`config.mk`:
```
export PLATFORM = sky130hd
export DESIGN_NAME = boot_loader
export DESIGN_NICKNAME = d
export VERILOG_FILES = /design/src/hw/boot_pkg.sv /design/src/hw/boot_loader.sv /design/src/hw/serial_port.sv
export SDC_FILE = /design/constraint.sdc
export NUM_CORES = 1
export LEC_CHECK = 0
export BUFFER_PORTS_ARGS = -buffer_cell sky130_fd_sc_hd__buf_4
export CAP_MARGIN = 25
export CORE_ASPECT_RATIO = 1.25
export CORE_MARGIN = 2
export CORE_UTILIZATION = 40
export CTS_CLUSTER_SIZE = 40
export DETAILED_ROUTE_END_ITERATION = 7
export GPL_TIMING_DRIVEN = 0
export SYNTH_ARGS = -nofsm -noshare
export SYNTH_HDL_FRONTEND = slang
export SYNTH_SLANG_ARGS = --single-unit
```
`constraint.sdc`:
```
create_clock -name CLK_IN -period 12.9 [get_ports CLK_IN]
set_input_delay 1.935 -clock CLK_IN [delete_from_list [all_inputs] [get_ports CLK_IN]]
set_output_delay 1.935 -clock CLK_IN [all_outputs]
set_load 0.02 [all_outputs]
```
`src/hw/boot_pkg.sv`:
```
`default_nettype none
package boot_pkg;
  // Link synchronisation and command codes
  localparam logic [7:0] SYNC_BYTE = 8'h86;
  localparam logic [7:0] CMD_RAM   = 8'h10;
  localparam logic [7:0] CMD_SUM   = 8'h20;
  localparam logic [7:0] CMD_INFO  = 8'h30;
  localparam logic [7:0] CMD_ERASE = 8'h40;
  localparam logic [7:0] CMD_PROT  = 8'h60;
  localparam logic [7:0] ERASE_KEY = 8'h54;
  // Low nibbles of acknowledge bytes
  localparam logic [3:0] NIB_OK    = 4'h0;
  localparam logic [3:0] NIB_BAD   = 4'h1;
  localparam logic [3:0] NIB_PROT  = 4'h6;
  localparam logic [3:0] NIB_RXERR = 4'h8;
  // Result bytes of the flash operations
  localparam logic [7:0] ERASE_OK1 = 8'h4F;
  localparam logic [7:0] ERASE_NG1 = 8'h4C;
  localparam logic [7:0] ERASE_OK2 = 8'h5D;
  localparam logic [7:0] ERASE_NG2 = 8'h60;
  localparam logic [7:0] PROT_OK1  = 8'h6F;
  localparam logic [7:0] PROT_NG1  = 8'h6C;
  localparam logic [7:0] PROT_OK2  = 8'h31;
  localparam logic [7:0] PROT_NG2  = 8'h34;
  localparam logic [7:0] ZERO_BYTE = 8'h00;
  // Field lengths in bytes and frame layout in bits
  localparam int ADDR_LEN       = 4;
  localparam int HDR_LEN        = 6;
  localparam int PWD_LEN        = 12;
  localparam int SYNC_REST_BITS = 8;
  localparam int FRAME_BITS     = 10;

  // Unsigned 8-bit sum, overflow dropped
  function automatic logic [7:0] add8(input logic [7:0] a, input logic [7:0] b);
    return 8'(a + b);
  endfunction
endpackage
`default_nettype wire

```
`src/hw/boot_loader.sv`:
```
// Function
// - Chip erase wipes all sectors and clears active read or write protection.
// - Chip erase runs with no password check at all.
// - Protect set enables both protections, only after a correct password.
// - Active protections block programmer-mode reads and writes respectively.
// - First byte 86H is timed with the receiver off to find the rate.
// - Unachievable rate halts the loader silently.
// - Load divider, enable receiver, then transmit 86H.
// - Second byte is the command: 10H RAM load, 20H flash sum.
// - Command byte receive error answers x8H with previous upper nibble.
// - Known command is echoed; unknown code answers x1H.
// - RAM load under protection answers x6H and waits again.
// - Twelve password bytes compared in order with stored bytes.
// - Checksum accepted only when covered bytes plus checksum sum to 00H.
// - Password ack priority: x8H, then x1H checksum, x1H mismatch, else x0H.
// - Header: 32-bit address MSB first, then 16-bit count high first.
// - Header checksum errors answer 18H or 11H and abort.
// - Payload stored sequentially; then checksum ack 18H, 11H or 10H.
// - Jump to the load address only after the 10H payload ack.
// - Sum command returns high byte, low byte, then their checksum.
// - Erase command 40H needs echoed enable byte 54H before erasing.
// - Protect set is command code 60H.
`default_nettype none
module boot_loader import boot_pkg::*; #(
  parameter int MEAS_W  = 18,
  parameter int MIN_DIV = 8
) (
  input  wire logic        CLK_IN,
  input  wire logic        SYS_RST_IN,
  input  wire logic        RXD_IN,
  output logic             TXD_OUT,
  input  wire logic        READ_PROT_IN,
  input  wire logic        WRITE_PROT_IN,
  output logic [3:0]       PWD_IDX_OUT,
  input  wire logic [7:0]  PWD_BYTE_IN,
  output logic             RAM_WE_OUT,
  output logic [31:0]      RAM_ADDR_OUT,
  output logic [7:0]       RAM_DATA_OUT,
  output logic             SUM_REQ_OUT,
  output logic             ERASE_REQ_OUT,
  output logic             ERASE_CLR_PROT_OUT,
  output logic             PROT_REQ_OUT,
  input  wire logic        FLASH_DONE_IN,
  input  wire logic        FLASH_OK_IN,
  input  wire logic [15:0] SUM_VALUE_IN,
  output logic             JUMP_OUT,
  output logic [31:0]      JUMP_ADDR_OUT,
  output logic             PROG_READ_EN_OUT,
  output logic             PROG_WRITE_EN_OUT,
  output logic             LINK_UP_OUT,
  output logic             BOOT_HALT_OUT
);
  localparam int DIV_W = MEAS_W - 1;
  localparam int CNT_W = MEAS_W + 3;

  typedef enum logic [3:0] {
    ST_WAIT_FALL, ST_LOW, ST_SETTLE, ST_HALT, ST_CMD, ST_KEY, ST_PWD,
    ST_HDR, ST_DATA, ST_DCK, ST_FLASH, ST_SEND, ST_JUMP, ST_RUN
  } state_t;

  state_t          state_q, state_d, ret_q, ret_d, rep_ret;
  logic [CNT_W-1:0] cnt_q, cnt_d;
  logic [DIV_W-1:0] baud_divider_ctrl, div_d;
  logic            baud_fraction_ctrl, frac_d;
  logic            receiver_on_bit, rx_on_d;
  logic [7:0]      cmd_q, cmd_d, sum_q, sum_d, last_tx_q, last_tx_d, rep_byte;
  logic            err_q, err_d, pwd_ok_q, pwd_ok_d, rep_go;
  logic [31:0]     addr_q, addr_d, wptr_q, wptr_d, jaddr_d, ram_addr_d;
  logic [15:0]     len_q, len_d;
  logic [2:0][7:0] seq_q, seq_d;
  logic [1:0]      seq_n_q, seq_n_d;
  logic [7:0]      ram_data_d;
  logic            ram_we_d, sum_req_d, erase_req_d, clr_d, prot_req_d, jump_d;
  logic [2:0]      sync_q;
  logic            line_q, line_prev_q;
  logic            rx_valid, rx_err, tx_busy;
  logic [7:0]      rx_byte;

  // Decodes shared by the sequencer
  wire             take     = rx_valid && (state_q inside {ST_CMD, ST_KEY, ST_PWD, ST_HDR, ST_DATA, ST_DCK});
  wire             fell     = line_prev_q & ~line_q;
  wire             meas_max = &cnt_q[MEAS_W-1:0];
  wire [DIV_W-1:0] meas_div = cnt_q[MEAS_W-1:1];
  wire [CNT_W-1:0] settle   = CNT_W'(baud_divider_ctrl) * CNT_W'(SYNC_REST_BITS);
  wire [7:0]       sum_next = add8(sum_q, rx_byte);
  wire             err_all  = err_q | rx_err;
  wire             prot_on  = READ_PROT_IN | WRITE_PROT_IN;
  wire             tx_req   = (state_q == ST_SEND);
  wire             tx_acc   = tx_req & ~tx_busy;
  wire [7:0]       sum_ck   = 8'(ZERO_BYTE - add8(SUM_VALUE_IN[15:8], SUM_VALUE_IN[7:0]));
  wire [7:0]       ack_rx   = {cmd_q[7:4], NIB_RXERR};
  wire [7:0]       ack_bad  = {cmd_q[7:4], NIB_BAD};
  wire [7:0]       ack_ok   = {cmd_q[7:4], NIB_OK};

  assign PWD_IDX_OUT   = cnt_q[3:0];
  assign LINK_UP_OUT   = receiver_on_bit;
  assign BOOT_HALT_OUT = (state_q == ST_HALT);

  // Sequencer: next-state and datapath decisions
  always_comb begin
    state_d = state_q; ret_d = ret_q; cnt_d = cnt_q; div_d = baud_divider_ctrl;
    frac_d = baud_fraction_ctrl; rx_on_d = receiver_on_bit; cmd_d = cmd_q; sum_d = sum_q;
    err_d = err_q; pwd_ok_d = pwd_ok_q; addr_d = addr_q; wptr_d = wptr_q; len_d = len_q;
    seq_d = seq_q; seq_n_d = seq_n_q; last_tx_d = last_tx_q; jaddr_d = JUMP_ADDR_OUT;
    ram_addr_d = RAM_ADDR_OUT; ram_data_d = RAM_DATA_OUT;
    ram_we_d = 1'b0; sum_req_d = 1'b0; erase_req_d = 1'b0; prot_req_d = 1'b0; jump_d = 1'b0;
    clr_d = ERASE_CLR_PROT_OUT;
    rep_go = 1'b0; rep_byte = ZERO_BYTE; rep_ret = ST_CMD;
    case (state_q)
      ST_WAIT_FALL: if (fell) begin
        state_d = ST_LOW;
        cnt_d   = '0;
      end
      ST_LOW: if (line_q) begin
        if (meas_max || meas_div < DIV_W'(MIN_DIV)) begin
          state_d = ST_HALT;
        end else begin
          div_d   = meas_div;
          frac_d  = cnt_q[0];
          cnt_d   = '0;
          state_d = ST_SETTLE;
        end
      end else if (!meas_max) begin
        cnt_d = CNT_W'(cnt_q + 1'b1);
      end
      ST_SETTLE: if (cnt_q >= settle) begin
        rx_on_d  = 1'b1;
        rep_go   = 1'b1;
        rep_byte = SYNC_BYTE;
      end else begin
        cnt_d = CNT_W'(cnt_q + 1'b1);
      end
      ST_CMD: if (take) begin
        rep_go = 1'b1;
        if (rx_err) begin
          rep_byte = ack_rx;
        end else begin
          cmd_d = rx_byte; sum_d = '0; err_d = 1'b0; pwd_ok_d = 1'b1; cnt_d = '0;
          rep_byte = rx_byte;
          case (rx_byte)
            CMD_RAM: if (prot_on) begin
              rep_byte = {rx_byte[7:4], NIB_PROT};
            end else begin
              rep_ret = ST_PWD;
            end
            CMD_PROT:  rep_ret = ST_PWD;
            CMD_ERASE: rep_ret = ST_KEY;
            CMD_SUM:   rep_ret = ST_FLASH;
            CMD_INFO:  rep_ret = ST_CMD;
            default:   rep_byte = {rx_byte[7:4], NIB_BAD};
          endcase
        end
      end
      ST_KEY: if (take) begin
        rep_go = 1'b1;
        if (rx_err) begin
          rep_byte = ack_rx;
        end else if (rx_byte == ERASE_KEY) begin
          rep_byte = rx_byte;
          rep_ret  = ST_FLASH;
        end else begin
          rep_byte = ack_bad;
        end
      end
      ST_PWD: if (take) begin
        sum_d = sum_next; err_d = err_all; cnt_d = CNT_W'(cnt_q + 1'b1);
        if (cnt_q < CNT_W'(PWD_LEN)) begin
          pwd_ok_d = pwd_ok_q & (rx_byte == PWD_BYTE_IN);
        end else begin
          rep_go = 1'b1; cnt_d = '0; sum_d = '0; err_d = 1'b0;
          if (err_all) begin
            rep_byte = ack_rx;
          end else if (sum_next != ZERO_BYTE) begin
            rep_byte = ack_bad;
          end else if (!pwd_ok_q) begin
            rep_byte = ack_bad;
          end else begin
            rep_byte = ack_ok;
            rep_ret  = (cmd_q == CMD_PROT) ? ST_FLASH : ST_HDR;
          end
        end
      end
      ST_HDR: if (take) begin
        sum_d = sum_next; err_d = err_all; cnt_d = CNT_W'(cnt_q + 1'b1);
        if (cnt_q < CNT_W'(ADDR_LEN)) begin
          addr_d = {addr_q[23:0], rx_byte};
        end else if (cnt_q < CNT_W'(HDR_LEN)) begin
          len_d = {len_q[7:0], rx_byte};
        end else begin
          rep_go = 1'b1; sum_d = '0; err_d = 1'b0;
          if (err_all) begin
            rep_byte = ack_rx;
          end else if (sum_next != ZERO_BYTE) begin
            rep_byte = ack_bad;
          end else begin
            rep_byte = ack_ok;
            rep_ret  = (len_q == '0) ? ST_DCK : ST_DATA;
            wptr_d   = addr_q;
            cnt_d    = CNT_W'(len_q);
          end
        end
      end
      ST_DATA: if (take) begin
        ram_we_d = 1'b1; ram_addr_d = wptr_q; ram_data_d = rx_byte;
        wptr_d = wptr_q + 1'b1; sum_d = sum_next; err_d = err_all;
        cnt_d  = CNT_W'(cnt_q - 1'b1);
        if (cnt_q == CNT_W'(1)) begin
          state_d = ST_DCK;
        end
      end
      ST_DCK: if (take) begin
        rep_go = 1'b1;
        if (err_all) begin
          rep_byte = ack_rx;
        end else if (sum_next != ZERO_BYTE) begin
          rep_byte = ack_bad;
        end else begin
          rep_byte = ack_ok;
          rep_ret  = ST_JUMP;
        end
      end
      ST_SEND: if (tx_acc) begin
        seq_d = {ZERO_BYTE, seq_q[2:1]}; seq_n_d = seq_n_q - 1'b1; last_tx_d = seq_q[0];
        if (seq_n_q == 2'd1) begin
          state_d = ret_q;
          if (ret_q == ST_FLASH) begin
            sum_req_d   = (cmd_q == CMD_SUM);
            erase_req_d = (cmd_q == CMD_ERASE);
            clr_d       = prot_on;
            prot_req_d  = (cmd_q == CMD_PROT);
          end
        end
      end
      ST_FLASH: if (FLASH_DONE_IN) begin
        state_d = ST_SEND; ret_d = ST_CMD;
        case (cmd_q)
          CMD_SUM: begin
            seq_d = {sum_ck, SUM_VALUE_IN[7:0], SUM_VALUE_IN[15:8]};
            seq_n_d = 2'd3;
          end
          CMD_ERASE: begin
            seq_d = {ZERO_BYTE, FLASH_OK_IN ? ERASE_OK2 : ERASE_NG2, FLASH_OK_IN ? ERASE_OK1 : ERASE_NG1};
            seq_n_d = 2'd2;
          end
          default: begin
            seq_d = {ZERO_BYTE, FLASH_OK_IN ? PROT_OK2 : PROT_NG2, FLASH_OK_IN ? PROT_OK1 : PROT_NG1};
            seq_n_d = 2'd2;
          end
        endcase
      end
      ST_JUMP: if (!tx_busy) begin
        jump_d = 1'b1; jaddr_d = addr_q; state_d = ST_RUN;
      end
      ST_HALT: state_d = ST_HALT;
      ST_RUN:  state_d = ST_RUN;
      default: state_d = ST_WAIT_FALL;
    endcase
    if (rep_go) begin
      seq_d = {ZERO_BYTE, ZERO_BYTE, rep_byte}; seq_n_d = 2'd1; ret_d = rep_ret; state_d = ST_SEND;
    end
  end

  // Pin synchroniser: a change counts once stages two and three agree
  always_ff @(posedge CLK_IN or posedge SYS_RST_IN) begin
    if (SYS_RST_IN) begin
      sync_q <= '1; line_q <= 1'b1; line_prev_q <= 1'b1;
    end else begin
      sync_q      <= {sync_q[1:0], RXD_IN};
      line_prev_q <= line_q;
      if (sync_q[1] == sync_q[2]) begin
        line_q <= sync_q[2];
      end
    end
  end

  // State registers and registered outputs
  always_ff @(posedge CLK_IN or posedge SYS_RST_IN) begin
    if (SYS_RST_IN) begin
      state_q <= ST_WAIT_FALL; ret_q <= ST_CMD; cnt_q <= '0; baud_divider_ctrl <= '0;
      baud_fraction_ctrl <= 1'b0; receiver_on_bit <= 1'b0; cmd_q <= '0; sum_q <= '0;
      err_q <= 1'b0; pwd_ok_q <= 1'b0; addr_q <= '0; wptr_q <= '0; len_q <= '0; seq_q <= '0;
      seq_n_q <= '0; last_tx_q <= '0; RAM_WE_OUT <= 1'b0; RAM_ADDR_OUT <= '0; RAM_DATA_OUT <= '0;
      SUM_REQ_OUT <= 1'b0; ERASE_REQ_OUT <= 1'b0; ERASE_CLR_PROT_OUT <= 1'b0; PROT_REQ_OUT <= 1'b0;
      JUMP_OUT <= 1'b0; JUMP_ADDR_OUT <= '0; PROG_READ_EN_OUT <= 1'b0; PROG_WRITE_EN_OUT <= 1'b0;
    end else begin
      state_q <= state_d; ret_q <= ret_d; cnt_q <= cnt_d; baud_divider_ctrl <= div_d;
      baud_fraction_ctrl <= frac_d; receiver_on_bit <= rx_on_d; cmd_q <= cmd_d; sum_q <= sum_d;
      err_q <= err_d; pwd_ok_q <= pwd_ok_d; addr_q <= addr_d; wptr_q <= wptr_d; len_q <= len_d;
      seq_q <= seq_d; seq_n_q <= seq_n_d; last_tx_q <= last_tx_d; RAM_WE_OUT <= ram_we_d;
      RAM_ADDR_OUT <= ram_addr_d; RAM_DATA_OUT <= ram_data_d; SUM_REQ_OUT <= sum_req_d;
      ERASE_REQ_OUT <= erase_req_d; ERASE_CLR_PROT_OUT <= clr_d; PROT_REQ_OUT <= prot_req_d;
      JUMP_OUT <= jump_d; JUMP_ADDR_OUT <= jaddr_d;
      PROG_READ_EN_OUT  <= ~READ_PROT_IN;
      PROG_WRITE_EN_OUT <= ~WRITE_PROT_IN;
    end
  end

  serial_port #(.DIV_W(DIV_W)) u_port (
    .clk_in       (CLK_IN),
    .rst_in       (SYS_RST_IN),
    .line_in      (line_q),
    .rx_on_in     (receiver_on_bit),
    .div_in       (baud_divider_ctrl),
    .frac_in      (baud_fraction_ctrl),
    .take_in      (take),
    .tx_req_in    (tx_req),
    .tx_data_in   (seq_q[0]),
    .rx_valid_out (rx_valid),
    .rx_byte_out  (rx_byte),
    .rx_err_out   (rx_err),
    .tx_busy_out  (tx_busy),
    .txd_out      (TXD_OUT)
  );
endmodule
`default_nettype wire

```
`src/hw/serial_port.sv`:
```
`default_nettype none
module serial_port import boot_pkg::*; #(
  parameter int DIV_W = 17
) (
  input  wire logic             clk_in,
  input  wire logic             rst_in,
  input  wire logic             line_in,
  input  wire logic             rx_on_in,
  input  wire logic [DIV_W-1:0] div_in,
  input  wire logic             frac_in,
  input  wire logic             take_in,
  input  wire logic             tx_req_in,
  input  wire logic [7:0]       tx_data_in,
  output logic                  rx_valid_out,
  output logic [7:0]            rx_byte_out,
  output logic                  rx_err_out,
  output logic                  tx_busy_out,
  output logic                  txd_out
);
  typedef enum logic [1:0] {RX_IDLE, RX_START, RX_DATA, RX_STOP} rx_ph_t;

  rx_ph_t           ph_q;
  logic [DIV_W-1:0] rt_q;
  logic [DIV_W-1:0] tt_q;
  logic [2:0]       ri_q;
  logic [3:0]       ti_q;
  logic [7:0]       rsh_q;
  logic [8:0]       tsh_q;
  logic             prev_q;

  // Bit time less one; the fraction stretches every odd bit by a cycle
  function automatic logic [DIV_W-1:0] bit_time(input logic [DIV_W-1:0] d, input logic f, input logic odd);
    return DIV_W'(d + DIV_W'(f & odd) - 1'b1);
  endfunction

  wire rx_fell = prev_q & ~line_in;
  wire rt_end  = (rt_q == '0);
  wire tt_end  = (tt_q == '0);
  wire tx_load = tx_req_in & ~tx_busy_out;

  // Receiver: mid-bit sampling, framing and overrun flagged as receive error
  always_ff @(posedge clk_in or posedge rst_in) begin
    if (rst_in) begin
      ph_q         <= RX_IDLE;
      rt_q         <= '0;
      ri_q         <= '0;
      rsh_q        <= '0;
      prev_q       <= 1'b1;
      rx_valid_out <= 1'b0;
      rx_byte_out  <= '0;
      rx_err_out   <= 1'b0;
    end else begin
      prev_q <= line_in;
      if (take_in) begin
        rx_valid_out <= 1'b0;
      end
      case (ph_q)
        RX_IDLE: if (rx_on_in && rx_fell) begin
          ph_q <= RX_START;
          rt_q <= div_in >> 1;
        end
        RX_START: if (rt_end) begin
          ph_q <= line_in ? RX_IDLE : RX_DATA;
          ri_q <= '0;
          rt_q <= bit_time(div_in, frac_in, 1'b1);
        end else begin
          rt_q <= rt_q - 1'b1;
        end
        RX_DATA: if (rt_end) begin
          rsh_q <= {line_in, rsh_q[7:1]};
          ri_q  <= ri_q + 1'b1;
          rt_q  <= bit_time(div_in, frac_in, ~ri_q[0]);
          if (&ri_q) begin
            ph_q <= RX_STOP;
          end
        end else begin
          rt_q <= rt_q - 1'b1;
        end
        RX_STOP: if (rt_end) begin
          rx_byte_out  <= rsh_q;
          rx_err_out   <= ~line_in | (rx_valid_out & ~take_in);
          rx_valid_out <= 1'b1;
          ph_q         <= RX_IDLE;
        end else begin
          rt_q <= rt_q - 1'b1;
        end
        default: ph_q <= RX_IDLE;
      endcase
    end
  end

  // Transmitter: start bit, eight data bits LSB first, one stop bit
  always_ff @(posedge clk_in or posedge rst_in) begin
    if (rst_in) begin
      tx_busy_out <= 1'b0;
      txd_out     <= 1'b1;
      tsh_q       <= '1;
      ti_q        <= '0;
      tt_q        <= '0;
    end else if (tx_load) begin
      tx_busy_out <= 1'b1;
      txd_out     <= 1'b0;
      tsh_q       <= {1'b1, tx_data_in};
      ti_q        <= '0;
      tt_q        <= bit_time(div_in, frac_in, 1'b0);
    end else if (tx_busy_out) begin
      if (!tt_end) begin
        tt_q <= tt_q - 1'b1;
      end else if (ti_q == 4'(FRAME_BITS - 1)) begin
        tx_busy_out <= 1'b0;
        txd_out     <= 1'b1;
      end else begin
        txd_out <= tsh_q[0];
        tsh_q   <= {1'b1, tsh_q[8:1]};
        ti_q    <= ti_q + 1'b1;
        tt_q    <= bit_time(div_in, frac_in, ~ti_q[0]);
      end
    end
  end
endmodule
`default_nettype wire

```
# Word level (Yosys, flattened, before mapping)

Index checks and enable logic that the tools add are counted.
W data, S select, Z words.

Register bits: 329
Output and inout bits: 87
Logic and storage cells: 373

Bitwise logic cells: 19
$add $sub $neg: 18
Muxes and demuxes: 178
Equal/unequal tests: 62
Reduce and logical (&&, ||, !) cells: 48
Order comparisons: 5

Operators by type and width:

| kind                    | count |
|---|---|
| $mux W21                | 15 |
| $mux W32                | 6 |
| $mux W8                 | 20 |
| $mux W4                 | 38 |
| $pmux W21 S7            | 1 |
| $mux W17                | 8 |
| $sub A17 B1 Y17 const B | 6 |
| $pmux W24 S2            | 2 |
| $mux W24                | 3 |
| $pmux W17 S4            | 1 |
| $pmux W32 S2            | 1 |
| $mux W1                 | 51 |
| $pmux W8 S6             | 1 |
| $lt A21 B3 Y1 const B   | 2 |
| $eq A8 B7 Y1 const B    | 5 |
| $mux W9                 | 4 |
| $pmux W4 S9             | 1 |
| $add A17 B17 Y17        | 2 |
| $logic_not A17 Y1       | 2 |
| $add A32 B1 Y32 const B | 1 |
| $eq A4 B4 Y1 const B    | 8 |
| $pmux W8 S4             | 1 |
| $eq A8 B6 Y1 const B    | 3 |
| $mux W2                 | 12 |
| 60 further kinds        | 136 |

# Depth between registers and ports, before layout

Depth after elaboration: 9
Gate-level depth with buffers: 12

# Modules after synthesis

From an unflattened synthesis, not the netlist that was laid out.

Cell total of the unflattened synthesis: 2197
Area total of the unflattened synthesis: 20223.1 um^2

Modules (own cells, without submodules):

| module      | area each (um^2) | cells an instance | instances |
|---|---|---|---|
| boot_loader | 14436.3          | 1497              | 1 |
| serial_port | 5786.8           | 700               | 1 |

# Worst setup path after synthesis

No wires, ideal clock.

Path kind: input port to flip-flop
Start point: input SUM_VALUE_IN[1]
End point: register seq_q[23] (netlist name)
Data arrival time: 3.602 ns
Buffers on the path: 0
Library setup time: 0.121 ns
Path slack: 9.177 ns
Cell stages on the path: 12
Required time: 12.779 ns
Cell sequence: ha_1 -> inv_1 -> ha_1 -> inv_1 -> fa_1 -> inv_1 -> a21oi_1 -> o21bai_1 -> a21o_1 -> a21oi_1 -> xnor2_1 -> a22o_1

Longest elaborated chain between the ends: 6

Ends and longest elaborated chain:

| item                 | RTL line           | RTL |
|---|---|---|
| from (decl)          | boot_loader.sv:45  | `input wire logic [15:0] SUM_VALUE_IN,` |
| $add A8 B8 Y8        | boot_pkg.sv:35     | `return 8'(a + b);` |
| $sub A1 B8 Y8        | boot_loader.sv:90  | `wire [7:0] sum_ck = 8'(ZERO_BYTE - add8(SUM_VALUE_IN[15:8], SUM_VALUE_IN[7:0]));` |
| $pmux W24 S2         | boot_loader.sv:236 | `case (cmd_q)` |
| $mux W24             | boot_loader.sv:234 | `ST_FLASH: if (FLASH_DONE_IN) begin` |
| $pmux W24 S2         | boot_loader.sv:109 | `case (state_q)` |
| $mux W24             | boot_loader.sv:258 | `if (rep_go) begin` |
| to (signal assigned) | boot_loader.sv:289 | `seq_q <= seq_d; seq_n_q <= seq_n_d; last_tx_q <= last_tx_d; RAM_WE_OUT <= ram_we_d;` |
| to (decl)            | boot_loader.sv:70  | `logic [2:0][7:0] seq_q, seq_d;` |

No other way between the ends. The select of a mux whose other input is x is not followed.
A chain may end at the register's enable or synchronous reset.

# Final worst setup path

Start point: register state_q[3]
End point: output BOOT_HALT_OUT

Longest elaborated chain between the ends: 1

Ends and longest elaborated chain:

| item                   | RTL line           | RTL |
|---|---|---|
| from (decl)            | boot_loader.sv:61  | `state_t state_q, state_d, ret_q, ret_d, rep_ret;` |
| from (signal assigned) | boot_loader.sv:286 | `state_q <= state_d; ret_q <= ret_d; cnt_q <= cnt_d; baud_divider_ctrl <= div_d;` |
| $eq A4 B2 Y1           | boot_loader.sv:97  | `assign BOOT_HALT_OUT = (state_q == ST_HALT);` |
| to (decl)              | boot_loader.sv:51  | `output logic BOOT_HALT_OUT` |

No other way between the ends.

==> results.txt <==
The Yosys step of the flow raised 0 warnings. The vertical die dimension came out at between 200 and 250 um. The CTS tree is done. For this run, the leading register cell type out of synthesis is sky130_fd_sc_hd__dfrtp_1. The clock latency on the worst-skew pair is 0.55 ns. The number of port buffers came out at approximately 120.

Leaving out fill and tap cells, the most frequent cell in the layout is sky130_fd_sc_hd__dfrtp_1. The longest clock path from root to sink contains 3 buffers. The fraction of registers with async set or reset after synthesis is 1.00.

The library cell with the largest summed area after synthesis is sky130_fd_sc_hd__dfrtp_1. The first global-routing pass estimated approximately 98000 um of wire. Setup repair after global routing left no endpoint under its margin. The number of violations of the max-capacitance limit came out at 0. The fraction of layout cells with a size suffix above 1 is 0.168. After clock tree synthesis, the repair step resized 0 gates. Dividing the detail-routed wire length by the instance count gives between 20 and 25 um. The analysis attributes to cell leakage a power of 9.94 nW. The flow ran to the end, and the final reports show no timing, DRC or antenna violations. Yosys mapped the design onto between 80 and 90 distinct sky130hd cell types. The power share of the sequential group came out at 0.297. The clock transition time at the flip-flop clock pins of the worst setup and hold paths is 0.06 ns.

At the end of routability-driven placement, the weighted congestion stood at approximately 0.94. The antenna cell count is 0. The number of levels the H-tree was split into came out at 2. The number of global-route vias before repair is 16800. The largest clock skew in the final design is between 0.02 and 0.025 ns. The area growth from synthesis to layout is 16.4%. The number of antenna violations at the first check in global routing came out at 0. The required arrival time at the worst endpoint is between 10 and 15 ns.

The total clock sinks came out at 328. By area the synthesized netlist is led by sky130_fd_sc_hd__dfrtp_1 41%, sky130_fd_sc_hd__mux2_2 7.3%, sky130_fd_sc_hd__nand2_1 4.0%. The register area share after synthesis came out at 0.435. The switching power came out at ~1.9 mW. The synthesized netlist occupies a cell area of around 0.019 sq mm. The launching element type of the critical path is a flop. The path class of the tightest hold or removal check is reg2reg. The area of the core is between 0.04 and 0.05 sq mm. Dividing total power by cell area gives a power density of roughly 200 mW/mm^2. The design draws approximately 4.5 mW. The final max-slew violation count came out at 0. The count of flip-flops with a built-in enable after synthesis came out at 0.

In this run the horizontal extent of the chip is 199 um. Subtracting the final worst setup slack from the clock period gives around 3.8 ns. The clock share of power came out at 0.263. In this run the worst path has a maximum fanout of 10.

Once layout is complete, the cells apart from fillers number roughly 2900. Counting flops and latches in the post-synthesis netlist gives 328. In this run the post-CTS setup repair buffer count came out at 0.

The average cell area after synthesis came out at roughly 9.3 sq um. The portion of synthesized cell area occupied by the leading cell type came out at 0.414. Across every metal layer, demand over resource in global routing totals 0.255.

The vias after detailed routing came out at about 17000. The number of detailed-route iterations in the first pass is 6. The total overflow left after global routing is 0. The internal portion of the total power is about 2.6 mW. The setup path with the least slack is of type reg2out.

roughly 120 I/O pins were placed. Across all setup checks in the final design, the least slack found is 9.07 ns. The routed wire length is 62100 um. The total clock buffers created by CTS is 38. VDD sags by at most roughly 94 uV. The total die area is between 0.04 and 0.05 sq mm. The pin count of the biggest net entering global routing is 130. Of the total power, the share spent switching nets is 0.424.

The worst path arrival time came out at 1.90 ns. The placement row count is around 90. The HPWL after detailed placement is 45800 um. The number of DRC markers in iteration 0 came out at 1397.

The tree is rooted in a sky130_fd_sc_hd__clkbuf_16. The count of nets left with antenna violations once routing finished came out at 0. The cell total after placement came out at ~2800. For this configuration, the core starts out at a cell density of 0.403.

For the pin with the worst max-slew slack, the measured transition is about 1.0 ns. The number of nets handed over by synthesis was 2134. In the layout the commonest cells are 313 x sky130_fd_sc_hd__dfrtp_1, 201 x sky130_fd_sc_hd__nand2_1, 155 x sky130_fd_sc_hd__nor2_1, 142 x sky130_fd_sc_hd__a21oi_1, 138 x sky130_fd_sc_hd__o21ai_0.

The critical path endpoint category is an output port. The count of endpoints failing setup in the final report came out at 0. The final worst hold slack is 0.356 ns. Headroom to the max-slew limit came out at 0.297.

The maximum achievable frequency is between 200 and 300 MHz. The count of endpoints failing hold in the final timing report is 0. The number of nets at the end of the flow is about 2300. The number of standard cells after synthesis came out at ~2000.

The final core area utilization came out at 0.469. The detailed-route vias per instance is slightly below 6. The fraction of power consumed by combinational cells is 0.440. In the finished design, the share of the clock period the worst path needs comes to 0.297. For this design, the CTS-stage hold fixing added 0 buffers. The minimum setup slack after placement came out at around 8.9 ns. The final routed DRC violation total is 0.
-- power by group through the flow --
stage	Sequential [mW]	Clock (mW)	Combinational (mW)
6_report	1.33	1.18	1.97
5_1_grt	1.35	1.24	2.15
4_1_cts	1.33	1.20	1.93
3_5_place_dp	1.34	0	1.92
3_3_place_gp	1.34	0	1.90
2_1_floorplan	1.29	0	1.39
-- area by class of cell --
| class | count | area (sq um) |
|---|---|---|
| fill | 4545 | 24900 |
| timing repair buffer | 123 | 958 |
| sequential | 328 | 8230 |
| clock inverter | 17 | 284 |
| multi-input combinational | 1491 | 9800 |
| clock buffer | 53 | 1070 |
| inverter | 88 | 338 |
| buffer | 135 | 581 |
| tap | 637 | 797 |
-- worst paths after layout --
path	from	end	slack (ns)	cells after the start
max in group asynchronous	SYS_RST_IN	RAM_ADDR_OUT[9]$_DFFE_PP0P_	10.34	3
worst max-delay path	state_q[3]$_DFFE_PP0P_	BOOT_HALT_OUT	9.07	4
min in group asynchronous	SYS_RST_IN	u_port.rsh_q[1]$_DFFE_PP0P_	1.48	2
worst min-delay path	sync_q[0]$_DFF_PP1_	sync_q[1]$_DFF_PP1_	0.36	0
worst max register to register	baud_divider_ctrl[11]$_DFFE_PP0P_	cnt_q[14]$_DFFE_PP0P_	9.15	12
worst min register to register	sync_q[0]$_DFF_PP1_	sync_q[1]$_DFF_PP1_	0.36	0
-- sequential cells by signal, indices dropped and copies added, names as in the netlist, 3 cells and up, named ones only --
name	cells
len_q	16
cnt_q	21
ret_q	4
sync_q	3
cmd_q	8
state_q	4
sum_q	8
u_port.tsh_q	8
JUMP_ADDR_OUT	32
RAM_ADDR_OUT	32
addr_q	32
seq_q	24
u_port.rsh_q	8
u_port.tt_q	17
u_port.rt_q	17
baud_divider_ctrl	17
u_port.rx_byte_out	8
u_port.ti_q	4
wptr_q	32
u_port.ri_q	3
RAM_DATA_OUT	8
-- kinds of logic after synthesis --
group           after synthesis  share of synthesized area
compound gates              564                      0.193
xor+xnor                     67                     0.0310
fa+ha+maj                    62                     0.0416
buf+inv                     223                     0.0481
flops                       328                      0.435
mux                         142                     0.0858
simple gates                656                      0.166
-- Yosys cell counts (all sizes together) (23+ instances only) --
cell,instances
or3,23
buf,34
a31oi,27
a211oi,24
nor2,155
nand2,201
nand2b,25
clkbuf,101
nor3,65
inv,83
o31ai,31
ha,59
dfrtp,313
o21ai,147
xnor2,45
a21oi,143
o22ai,29
mux2,138
nand3,64
-- worst max-delay path, stage by stage (launching register included) --
cell and delay (ns):
sky130_fd_sc_hd__dfrtp_1 0.41, sky130_fd_sc_hd__clkbuf_1 0.23, sky130_fd_sc_hd__nand2b_1 0.24, sky130_fd_sc_hd__nor2_1 0.26, sky130_fd_sc_hd__buf_4 0.20
-- metal layers --
layer | track usage | routed length (um)
met5 | 0 | 0
met4 | 0.112 | 2740
met3 | 0.0352 | 3840
met2 | 0.439 | 30300
met1 | 0.318 | 25100
-- metrics by stage --
| stage | TNS [ns] | area [sq um] |
|---|---|---|
| 6_report | 0 | 22000 |
| 5_1_grt | 0 | 22000 |
| 4_1_cts | 0 | 22000 |
| 3_5_place_dp | 0 | 20700 |
| 3_3_place_gp | -599.74 | 20600 |
| 2_1_floorplan | 0 | 18900 |
Power figures use the tool's default switching activity.
